**src/rtl/fpm_map.svh**
```systemverilog
`ifndef FPM_MAP_SVH
`define FPM_MAP_SVH
// register byte offsets
`define FPM_OFF_STATUS 4'h0
`define FPM_OFF_SETTING 4'h4
`define FPM_OFF_CTRL 4'h8
// settings limits; level is held as magnitude (0x14 means -20 dBm)
`define FPM_LVL_MIN 6'h0a
`define FPM_LVL_MAX 6'h28
`define FPM_LVL_DEF 6'h14
`define FPM_GAIN_MIN 8'hf6
`define FPM_GAIN_MAX 8'h1e
`define FPM_GAIN_DEF 8'h0a
`define FPM_OUT_MIN 9'h1ec
`define FPM_OUT_MAX 9'h000
`define FPM_ADDR_MAX 5'h1f
`define FPM_CUR_RET 2'h2
// timing
`define FPM_CLK_HZ 40000000
`define FPM_TIMEOUT_S 12
`define FPM_DEBOUNCE_MS 10
`define FPM_SHOW_MS 1000
`define FPM_TIMEOUT_CYC (`FPM_TIMEOUT_S * `FPM_CLK_HZ)
`define FPM_DEBOUNCE_CYC (`FPM_CLK_HZ / 1000 * `FPM_DEBOUNCE_MS)
`define FPM_SHOW_CYC (`FPM_CLK_HZ / 1000 * `FPM_SHOW_MS)
// switch indexes
`define FPM_SW_SEL 0
`define FPM_SW_LEFT 1
`define FPM_SW_RIGHT 2
`define FPM_SW_UP 3
`define FPM_SW_DOWN 4
`define FPM_NSW 5
`endif

```
**src/rtl/fpm_pkg.sv**
```systemverilog
package fpm_pkg;
  typedef enum logic [10:0] {
    ST_LAMP = 11'h001,
    ST_VER = 11'h002,
    ST_NORMAL = 11'h004,
    ST_LEVEL = 11'h008,
    ST_GAIN = 11'h010,
    ST_MUTE = 11'h020,
    ST_REMOTE = 11'h040,
    ST_EXTREF = 11'h080,
    ST_RMODE = 11'h100,
    ST_ADDR = 11'h200,
    ST_SAVE = 11'h400
  } fpm_state_t;
  // nv word: {addr[4:0], rmode, ext_ref, remote, mute, gain[7:0], level[5:0]}
  typedef logic [22:0] fpm_nv_t;
endpackage

```
**src/rtl/fpm_ctrl.sv**
```systemverilog
// Decided for this implementation: the Avalon-MM slave port and the register offsets.
`include "fpm_map.svh"

module fpm_ctrl import fpm_pkg::*; #(
  parameter int unsigned TIMEOUT_CYC = `FPM_TIMEOUT_CYC,
  parameter int unsigned DEBOUNCE_CYC = `FPM_DEBOUNCE_CYC,
  parameter int unsigned SHOW_CYC = `FPM_SHOW_CYC
) (
  input wire logic ref_clk,
  input wire logic rst_n,
  input wire logic [`FPM_NSW-1:0] sw_n,
  input wire logic lock_lost,
  input wire logic multidrop_fitted,
  input wire fpm_nv_t nv_rdata,
  output fpm_nv_t nv_wdata_r,
  output logic nv_wr_r,
  output fpm_state_t disp_state_r,
  output logic [1:0] cursor_r,
  output logic save_yes_r,
  output logic [5:0] level_r,
  output logic signed [7:0] gain_r,
  output logic mute_r,
  output logic remote_r,
  output logic ext_ref_r,
  output logic rmode_r,
  output logic [4:0] addr_r,
  output logic alarm_led_r,
  output logic mute_led_r,
  output logic remote_led_r,
  input wire logic [3:0] avs_address,
  input wire logic avs_read,
  input wire logic avs_write,
  input wire logic [31:0] avs_writedata,
  output logic [31:0] avs_readdata,
  output logic avs_waitrequest
);
  logic rst_s1, srst_n;
  always_ff @(posedge ref_clk or negedge rst_n) begin
    if (!rst_n) begin
      rst_s1 <= 1'b0;
      srst_n <= 1'b0;
    end else begin
      rst_s1 <= 1'b1;
      srst_n <= rst_s1;
    end
  end

  function automatic logic out_ok(input logic [5:0] l, input logic signed [7:0] g);
    logic signed [8:0] o;
    o = 9'({g[7], g}) - 9'({3'h0, l});
    return (o <= signed'(`FPM_OUT_MAX)) && (o >= signed'(`FPM_OUT_MIN));
  endfunction

  // switches: two-flop sync, then a hold-stable counter; event on the press edge
  logic [`FPM_NSW-1:0] ev;
  logic panel_lock_r;
  genvar gi;
  generate
    for (gi = 0; gi < `FPM_NSW; gi++) begin : g_sw
      logic s1, s2, deb, prev;
      logic [31:0] cnt;
      // pins sampled as they stand; the inversion waits until after the second flop
      always_ff @(posedge ref_clk or negedge srst_n) begin
        if (!srst_n) begin
          s1 <= 1'b1;
          s2 <= 1'b1;
        end else begin
          s1 <= sw_n[gi];
          s2 <= s1;
        end
      end
      always_ff @(posedge ref_clk or negedge srst_n) begin
        if (!srst_n) begin
          cnt <= 32'h0;
          deb <= 1'b0;
          prev <= 1'b0;
        end else begin
          prev <= deb;
          if (!s2 == deb) cnt <= 32'h0;
          else if (cnt >= DEBOUNCE_CYC - 1) begin
            deb <= !s2;
            cnt <= 32'h0;
          end else cnt <= cnt + 32'h1;
        end
      end
      assign ev[gi] = deb & ~prev & ~panel_lock_r;
    end
  endgenerate

  logic lk1, lk_s, md1, md_s;
  always_ff @(posedge ref_clk or negedge srst_n) begin
    if (!srst_n) begin
      lk1 <= 1'b0;
      lk_s <= 1'b0;
      md1 <= 1'b0;
      md_s <= 1'b0;
    end else begin
      lk1 <= lock_lost;
      lk_s <= lk1;
      md1 <= multidrop_fitted;
      md_s <= md1;
    end
  end

  wire sel_ev = ev[`FPM_SW_SEL];
  wire up_ev = ev[`FPM_SW_UP];
  wire dn_ev = ev[`FPM_SW_DOWN];
  wire vert_ev = up_ev | dn_ev;
  wire any_ev = |ev;

  fpm_state_t state_r;
  fpm_nv_t saved_r;
  logic [31:0] show_cnt_r, idle_cnt_r;
  wire in_session = !(state_r inside {ST_LAMP, ST_VER, ST_NORMAL});
  wire timeout = in_session && !any_ev && (idle_cnt_r == TIMEOUT_CYC - 1);
  wire on_ret = (cursor_r == `FPM_CUR_RET);
  fpm_nv_t live;
  assign live = {addr_r, rmode_r, ext_ref_r, remote_r, mute_r, gain_r, level_r};

  // idle timer only runs inside a session
  always_ff @(posedge ref_clk or negedge srst_n) begin
    if (!srst_n) idle_cnt_r <= 32'h0;
    else if (!in_session || any_ev) idle_cnt_r <= 32'h0;
    else if (!timeout) idle_cnt_r <= idle_cnt_r + 32'h1;
  end

  // menu sequencing
  always_ff @(posedge ref_clk or negedge srst_n) begin
    if (!srst_n) begin
      state_r <= ST_LAMP;
      show_cnt_r <= 32'h0;
    end else begin
      case (state_r)
        ST_LAMP, ST_VER: begin
          if (show_cnt_r >= SHOW_CYC - 1) begin
            show_cnt_r <= 32'h0;
            state_r <= (state_r == ST_LAMP) ? ST_VER : ST_NORMAL;
          end else show_cnt_r <= show_cnt_r + 32'h1;
        end
        ST_NORMAL: if (sel_ev) state_r <= ST_LEVEL;
        ST_SAVE: begin
          if (timeout) state_r <= ST_NORMAL;
          else if (sel_ev) state_r <= ST_NORMAL;
        end
        default: begin
          if (timeout) state_r <= ST_NORMAL;
          else if (sel_ev) begin
            if (on_ret) state_r <= ST_SAVE;
            else begin
              case (state_r)
                ST_LEVEL: state_r <= ST_GAIN;
                ST_GAIN: state_r <= ST_MUTE;
                ST_MUTE: state_r <= ST_REMOTE;
                ST_REMOTE: state_r <= ST_EXTREF;
                ST_EXTREF: state_r <= md_s ? ST_RMODE : ST_SAVE;
                ST_RMODE: state_r <= ST_ADDR;
                default: state_r <= ST_SAVE;
              endcase
            end
          end
        end
      endcase
    end
  end

  always_ff @(posedge ref_clk or negedge srst_n) begin
    if (!srst_n) disp_state_r <= ST_LAMP;
    else disp_state_r <= state_r;
  end

  // cursor: 0 tens digit, 1 units digit, 2 return marker
  always_ff @(posedge ref_clk or negedge srst_n) begin
    if (!srst_n) cursor_r <= 2'h1;
    else if (!in_session || sel_ev) cursor_r <= 2'h1;
    else if (ev[`FPM_SW_LEFT] && cursor_r != 2'h0) cursor_r <= cursor_r - 2'h1;
    else if (ev[`FPM_SW_RIGHT] && !on_ret) cursor_r <= cursor_r + 2'h1;
  end

  always_ff @(posedge ref_clk or negedge srst_n) begin
    if (!srst_n) save_yes_r <= 1'b0;
    else if (state_r != ST_SAVE) save_yes_r <= 1'b0;
    else if (vert_ev) save_yes_r <= ~save_yes_r;
  end

  // candidate values for level and gain edits
  logic [5:0] lvl_try;
  logic signed [7:0] gain_try, gstep;
  always_comb begin
    lvl_try = up_ev ? level_r - 6'h01 : level_r + 6'h01;
    gstep = (cursor_r == 2'h0) ? 8'sh0a : 8'sh01;
    gain_try = up_ev ? gain_r + gstep : gain_r - gstep;
  end
  wire lvl_ok = (lvl_try >= `FPM_LVL_MIN) && (lvl_try <= `FPM_LVL_MAX)
                && out_ok(lvl_try, gain_r);
  wire gain_ok = (gain_try >= signed'(`FPM_GAIN_MIN))
                 && (gain_try <= signed'(`FPM_GAIN_MAX))
                 && out_ok(level_r, gain_try);
  wire edit = vert_ev && !on_ret && !timeout && !sel_ev;
  wire commit = (state_r == ST_SAVE) && sel_ev && save_yes_r && !timeout;
  wire revert = timeout || ((state_r == ST_SAVE) && sel_ev && !save_yes_r);

  // live settings feed the signal path at once; saved copy holds the session start
  always_ff @(posedge ref_clk or negedge srst_n) begin
    if (!srst_n) begin
      level_r <= `FPM_LVL_DEF;
      gain_r <= `FPM_GAIN_DEF;
      {addr_r, rmode_r, ext_ref_r, remote_r, mute_r} <= 9'h000;
    end else if (state_r == ST_LAMP && show_cnt_r == 32'h0) begin
      {addr_r, rmode_r, ext_ref_r, remote_r, mute_r, gain_r, level_r} <= nv_rdata;
    end else if (revert) begin
      {addr_r, rmode_r, ext_ref_r, remote_r, mute_r, gain_r, level_r} <= saved_r;
    end else if (edit) begin
      case (state_r)
        ST_LEVEL: if (lvl_ok) level_r <= lvl_try;
        ST_GAIN: if (gain_ok) gain_r <= gain_try;
        ST_MUTE: mute_r <= ~mute_r;
        ST_REMOTE: remote_r <= ~remote_r;
        ST_EXTREF: ext_ref_r <= ~ext_ref_r;
        ST_RMODE: rmode_r <= ~rmode_r;
        ST_ADDR: begin
          if (up_ev && addr_r != `FPM_ADDR_MAX) addr_r <= addr_r + 5'h01;
          else if (dn_ev && addr_r != 5'h00) addr_r <= addr_r - 5'h01;
        end
        default: ;
      endcase
    end
  end

  always_ff @(posedge ref_clk or negedge srst_n) begin
    if (!srst_n) begin
      saved_r <= '0;
      nv_wdata_r <= '0;
      nv_wr_r <= 1'b0;
    end else begin
      nv_wr_r <= commit;
      if (state_r == ST_LAMP && show_cnt_r == 32'h0) saved_r <= nv_rdata;
      else if (commit) begin
        saved_r <= live;
        nv_wdata_r <= live;
      end
    end
  end

  always_ff @(posedge ref_clk or negedge srst_n) begin
    if (!srst_n) begin
      alarm_led_r <= 1'b0;
      mute_led_r <= 1'b0;
      remote_led_r <= 1'b0;
    end else begin
      alarm_led_r <= lk_s;
      mute_led_r <= mute_r;
      remote_led_r <= remote_r;
    end
  end

  // avalon slave: one wait cycle, then answer; read data latched as the wait cycle ends, write taken at the end of the answer cycle
  wire req = avs_read | avs_write;
  always_ff @(posedge ref_clk or negedge srst_n) begin
    if (!srst_n) avs_waitrequest <= 1'b1;
    else avs_waitrequest <= !(req && avs_waitrequest);
  end

  always_ff @(posedge ref_clk or negedge srst_n) begin
    if (!srst_n) panel_lock_r <= 1'b0;
    else if (avs_write && !avs_waitrequest && avs_address == `FPM_OFF_CTRL)
      panel_lock_r <= avs_writedata[0];
  end

  always_ff @(posedge ref_clk or negedge srst_n) begin
    if (!srst_n) avs_readdata <= 32'h0;
    else if (avs_read && avs_waitrequest) begin
      case (avs_address)
        `FPM_OFF_STATUS:
          avs_readdata <= {15'h0, md_s, lk_s, in_session, save_yes_r, cursor_r, state_r};
        `FPM_OFF_SETTING: avs_readdata <= {9'h0, live};
        `FPM_OFF_CTRL: avs_readdata <= {31'h0, panel_lock_r};
        default: avs_readdata <= 32'h0;
      endcase
    end
  end
endmodule // fpm_ctrl

```
**config.mk**
```make
export PLATFORM = sky130hd
export DESIGN_NAME = fpm_ctrl
export DESIGN_NICKNAME = d
export VERILOG_FILES = /design/src/rtl/fpm_pkg.sv /design/src/rtl/fpm_ctrl.sv
export VERILOG_INCLUDE_DIRS = /design/src /design/src/rtl
export SDC_FILE = /design/constraint.sdc
export NUM_CORES = 1
export LEC_CHECK = 0
export BUFFER_PORTS_ARGS = -buffer_cell sky130_fd_sc_hd__buf_2
export CAP_MARGIN = 20
export CORE_AREA = 10 10 197 162
export DETAILED_ROUTE_END_ITERATION = 10
export DIE_AREA = 0 0 207 172
export GPL_TIMING_DRIVEN = 0
export PLACE_DENSITY = 0.91
export SLEW_MARGIN = 10
export SYNTH_ARGS = -nofsm -noshare
export SYNTH_HDL_FRONTEND = slang
export SYNTH_SLANG_ARGS = --single-unit
```
**constraint.sdc**
```tcl
create_clock -name ref_clk -period 23.5 [get_ports ref_clk]
set_input_delay 1.175 -clock ref_clk [delete_from_list [all_inputs] [get_ports ref_clk]]
set_output_delay 1.175 -clock ref_clk [all_outputs]
set_load 0.01 [all_outputs]
```
Word-level counts from Yosys, hierarchy flattened
Index checks and enable logic that the tools add are counted.
{"block": "totals", "ff_bits": 382, "latch_bits": 0, "ram_bits": 0, "mem_bits_ro": 0, "input_bits": 70, "out_inout_bits": 97, "wordCells": 283, "mem_count": 0}
{"block": "op_classes", "n_addsub": 17, "n_mul": 0, "div_mod_pow": 0, "magnitude_cmp": 14, "n_eq_ne": 26, "shift": 0, "muxes": 67, "n_bitwise": 29, "n_reduce_logical": 77}
{"cell": "$mux 32", "count": 13}
{"cell": "$add 32x1->32 const B", "count": 7}
{"cell": "$ge 32x19->1 const B", "count": 5}
{"cell": "$mux 11", "count": 8}
{"cell": "$pmux 23 s3", "count": 1}
{"cell": "$pmux 11 s6", "count": 1}
{"cell": "$mux 8", "count": 6}
{"cell": "$mux 23", "count": 2}
{"cell": "$reduce_bool 3->1", "count": 13}
{"cell": "$mux 6", "count": 6}
{"cell": "$pmux 11 s3", "count": 1}
{"cell": "$eq 32x29->1 const B", "count": 1}
{"cell": "$ge 32x26->1 const B", "count": 1}
{"cell": "$logic_not 32->1", "count": 1}
{"cell": "$mux 5", "count": 6}
{"cell": "$logic_and 1x1->1", "count": 24}
{"cell": "$reduce_and 2->1", "count": 10}
{"cell": "$ge 9x6->1 const B", "count": 2}
{"cell": "$le 9x1->1 const B", "count": 2}
{"cell": "$mux 1", "count": 18}
{"cell": "$sub 8x7->9", "count": 2}
{"cell": "$not 1->1", "count": 17}
{"cell": "$logic_not 1->1", "count": 13}
{"cell": "$eq 11x1->1 const B", "count": 1}
{"cell": "46 further kinds", "count": 69}

Longest topological paths before layout
{"block": "depth", "word_depth": 13, "mapped_depth": 15, "depth_no_buf": 15}

Worst setup path after synthesis
OpenSTA, ideal clock, no wires.
{"block": "synth_path", "path_kind": "reg-to-reg", "startpoint": "register panel_lock_r", "endpoint": "register level_r[1]", "setup_ns": 0.125, "t_arrival_ns": 4.123, "t_required_ns": 23.375, "setup_slack_ns": 19.252, "path_stages_with_launch": 15, "path_buffers": 0, "period_less_slack_ns": 4.248, "path_cell_list": "dfrtp_1 > nor3b_2 > ha_1 > a211oi_1 > o21ai_0 > a21o_1 > and2_1 > ha_1 > nor2b_1 > a221o_1 > a211oi_1 > o211ai_1 > o211a_1 > a221oi_4 > mux2_4"}
{"block": "synth_between", "elab_chain_len": 11, "elab_cells_between_ends": 37, "cone_classes": "1 x add/sub; 4 x order compare; 6 x mux; 7 x bitwise; 19 x reduce/logical"}
{"element": "from (decl)", "line": "fpm_ctrl.sv:56", "source": "logic panel_lock_r;"}
{"element": "from (signal assigned)", "line": "fpm_ctrl.sv:266", "source": "panel_lock_r <= avs_writedata[0];"}
{"element": "$not 1->1 (*)", "line": "fpm_ctrl.sv:86", "source": "assign ev[gi] = deb & ~prev & ~panel_lock_r;"}
{"element": "parallel branches: the longest is 10 deep, another holds $sub 8x7->9"}
{"element": "to (signal assigned)", "line": "fpm_ctrl.sv:205", "source": "level_r <= `FPM_LVL_DEF;"}
{"element": "to (signal assigned)", "line": "fpm_ctrl.sv:209", "source": "{addr_r, rmode_r, ext_ref_r, remote_r, mute_r, gain_r, level_r} <= nv_rdata;"}
{"element": "to (signal assigned)", "line": "fpm_ctrl.sv:211", "source": "{addr_r, rmode_r, ext_ref_r, remote_r, mute_r, gain_r, level_r} <= saved_r;"}
{"element": "to (decl)", "line": "fpm_ctrl.sv:20", "source": "output logic [5:0] level_r,"}
Every way passes the cells marked *. The select of a mux whose other input is x is not followed.
A chain may end at the register's enable or synchronous reset.

Worst setup path after layout
{"block": "layout_path", "startpoint": "register g_sw[3].deb", "endpoint": "register gain_r[4]"}
{"block": "layout_between", "elab_chain_len": 11, "elab_cells_between_ends": 30, "cone_classes": "1 x add/sub; 4 x order compare; 6 x mux; 3 x bitwise; 16 x reduce/logical"}
{"element": "from (decl)", "line": "fpm_ctrl.sv:60", "source": "logic s1, s2, deb, prev;"}
{"element": "from (signal assigned)", "line": "fpm_ctrl.sv:81", "source": "deb <= !s2;"}
{"element": "$and 1x1->1 (*) (2 in series)", "line": "fpm_ctrl.sv:86"}
{"element": "parallel branches: the longest is 9 deep, another holds $sub 8x7->9"}
{"element": "to (signal assigned)", "line": "fpm_ctrl.sv:206", "source": "gain_r <= `FPM_GAIN_DEF;"}
{"element": "to (signal assigned)", "line": "fpm_ctrl.sv:209"}
{"element": "to (signal assigned)", "line": "fpm_ctrl.sv:211"}
{"element": "to (decl)", "line": "fpm_ctrl.sv:21", "source": "output logic signed [7:0] gain_r,"}
Marked as above.

==> impl_metrics.toml <==
[detailed_routing]
vias_per_cell = 6.117
drt_iter0_drc = 1674
dr.pass1.iters = 9
detail_route.wl_per_cell_um = 19.85
ant_nets = 0
finalWirelength_um = 47390
vias = 14610
route.detailed.drc = 0

[floorplan]
die_y_um = 172
io_pins = 167
coreArea_um2 = 27940
rows = 55
die_x_um = 207
start_util_pct = 63.13
die_area_um2 = 35600

[synth]
synth_seq_cells = 373
synth-seq-area-share_pct = 53.05
netlist_instances = 1742
syn_area_per_cell_um2 = 10.12
synthFlopType = "dfrtp_1"
yosysWarnings = 0
synthArstFlopShare_pct = 100.0
synth_area_um2 = 17640
ys_types = 84
synth_edf_count = 0

[worst_setup_path]
path_max_fanout = 10
r2r_slack_ps = 17980
crit_start = "g_sw[3].deb"
cp-end-kind = "flop"
crit_required_ps = 23920
startpoint_type = "flop"
crit_type = "flop to flop"
crit-reg2reg-capture = "gain_r[4]"
worst-endpoint-arrival_ps = 5940
r2r_start = "g_sw[3].deb"
reg2reg_depth = 15

[clock_tree]
ctsResizeCount = 0
clk_path_buf_depth = 3
cts_tree = "built"
clock-root-buffer = "clkbuf_16"
path_clk_slew_ps = 60
cts_buffers = 38
htree_levels = 2
clkSinkCount = 373
clk_latency_ps = 560
post_cts_buffers = 0
cts_hold_buf = 0

[sta]
fin_crit_ps = 5516
hold_viol = 0
max_slew_margin_pct = 25.08
hold_slack_ps = 322.0
layout_setup_ws_ps = 17980
finalMaxSlewViolations = 0
fmax_mhz = 181.3
tightest_slew_ps = 1114
setup_violations = 0
rsz0062_at_grt = "false"
min_period_over_period_pct = 23.47
tns_ps = 0
final.setup_skew_ps = 27.40

[grt]
grt_usage_pct = 25.81
antenna_found_initial = 0
grt_pass1_vias = 14470
gr-total-overflow = 0
grt_pass1_wl_um = 75110
grt_max_degree = 71

[placement]
gp_congestion = 0.9289
io_buffers = 126
pre_cts_slack_ps = 18270
dp_hpwl_um = 33320

[cells_and_area]
final_layout_size_suffix_gt1_share_pct = 13.78
seq_area_um2 = 9360
area_delta_synth_final_pct = 15.81
n_fill_cell = 1869
post-route-util_pct = 73.10
num_antenna_cells = 0
multi_input_area_um2 = 8075
final_nets = 2099

[pwr]
vdd_drop_max_mv = 0.07716
power_leakage_nw = 9.133
power_density_nw_per_um2 = 106.6
total_power_w = 0.002178

[min_path]
holdCritPathClass = "flop to asynchronous set/reset pin"

[run]
maxCapViolCount = 0

[run_status]
outcome = "finished clean"
final cells by class:
cell class                 count  area share (%)
clock buffer                  53           5.232
sequential                   373           45.83
timing repair buffer         135           3.976
tap                          370           2.267
clock inverter                15          0.7841
multi-input combinational   1325           39.54
buffer                        63           1.384
inverter                      54          0.9924
metrics by stage:
step	cells	cell area, µm²
6_report	2388	20420
5_1_grt	2388	20420
4_1_cts	2386	20410
3_5_place_dp	2318	19180
3_3_place_gp	2311	19000
2_1_floorplan	1815	17910
placed cells by master (no fill, tap or decap), types with 8 or more instances in the layout:
cell type,count
nor3_1,23
o31ai_1,19
ha_1,36
clkbuf_1,58
nor2b_1,12
nor4b_1,8
and4_1,9
nand4_1,30
nand2_1,207
nand2b_1,15
o21ai_0,114
clkbuf_16,39
buf_4,12
or3_1,10
mux2i_1,20
and2_1,16
a22oi_1,26
o22ai_1,8
a31oi_1,9
nor4_1,38
conb_1,75
and3_1,51
dfstp_2,18
a21o_1,9
dfrtp_1,354
xnor2_1,54
nand3_1,87
a21oi_1,30
nor2_1,189
mux2_2,21
xor2_1,89
buf_2,130
inv_1,54
synth_stat cells (23+ instances only):
cell type | number | area, µm²
inv_1 | 54 | 202.7
nand3_1 | 87 | 435.4
o21ai_0 | 114 | 570.6
xnor2_1 | 54 | 473.0
clkbuf_1 | 48 | 180.2
ha_1 | 36 | 450.4
a22oi_1 | 26 | 195.2
nor4_1 | 39 | 244.0
nor2_1 | 189 | 709.4
xor2_1 | 89 | 779.5
nand2_1 | 207 | 777.0
a21oi_1 | 30 | 150.1
nand4_1 | 30 | 187.7
dfrtp_1 | 355 | 8884
and3_1 | 51 | 319.1
nor3_1 | 23 | 115.1
kinds of logic (layout without fill, tap and decap cells):
family	count (synthesis)	in the layout	synth area share, %
other cells	2	75	0.04258
fa+ha+maj	39	39	2.894
mux	50	50	3.157
buf+inv	117	320	2.753
simple gates	734	734	20.46
flops	373	373	53.05
xor+xnor	143	143	7.101
compound gates	284	284	10.54
registers in the layout, indices dropped and copies added (netlist names), 2 cells and up:
signal,cells
g_sw.prev,5
g_sw.s1,5
g_sw.s2,5
gain_r,8
show_cnt_r,32
nv_wdata_r,23
disp_state_r,11
state_r,11
g_sw.cnt,160
saved_r,23
g_sw.deb,5
level_r,6
addr_r,5
idle_cnt_r,32
avs_readdata,23
cursor_r,2
how the worst max path moves through the flow:
stage	depth (start not counted)	slack, ps	end
after floorplan	0	12370	addr_r[0]
after global placement	0	8970	show_cnt_r[16]
after detailed placement	15	18270	gain_r[5]
after CTS	15	18230	gain_r[4]
after global routing	15	17930	gain_r[0]
final	15	17980	gain_r[4]
routing by layer:
metal,up-vias,wire length [µm],GRT usage [%]
met4,0,1261,7.507
met3,139,5256,7.698
met1,7112,19200,33.22
li1,6533,-,-
met5,-,0,0
met2,824,21680,41.75
critical path, stage by stage (launching register included):
cell	delay, ps
dfrtp_1	500
nor3b_2	910
ha_1	280
inv_1	70
fa_1	440
a211o_1	300
o21ai_0	150
xnor2_1	250
ha_1	300
clkbuf_1	190
nor3_1	270
a22oi_1	130
a221oi_1	400
a32oi_1	210
o31ai_4	590
mux2_2	400
power breakdown:
group / switching [W] / internal, W / leakage, nW / total, W
clock: 0.000258 / 0.000344 / 0.606 / 0.000602
sequential: 0.0000985 / 0.000721 / 4.75 / 0.000820
combinational: 0.000448 / 0.000307 / 3.78 / 0.000756
total: 0.000805 / 0.00137 / 9.13 / 0.00218
No activity file was read; power rests on OpenSTA's default activity.
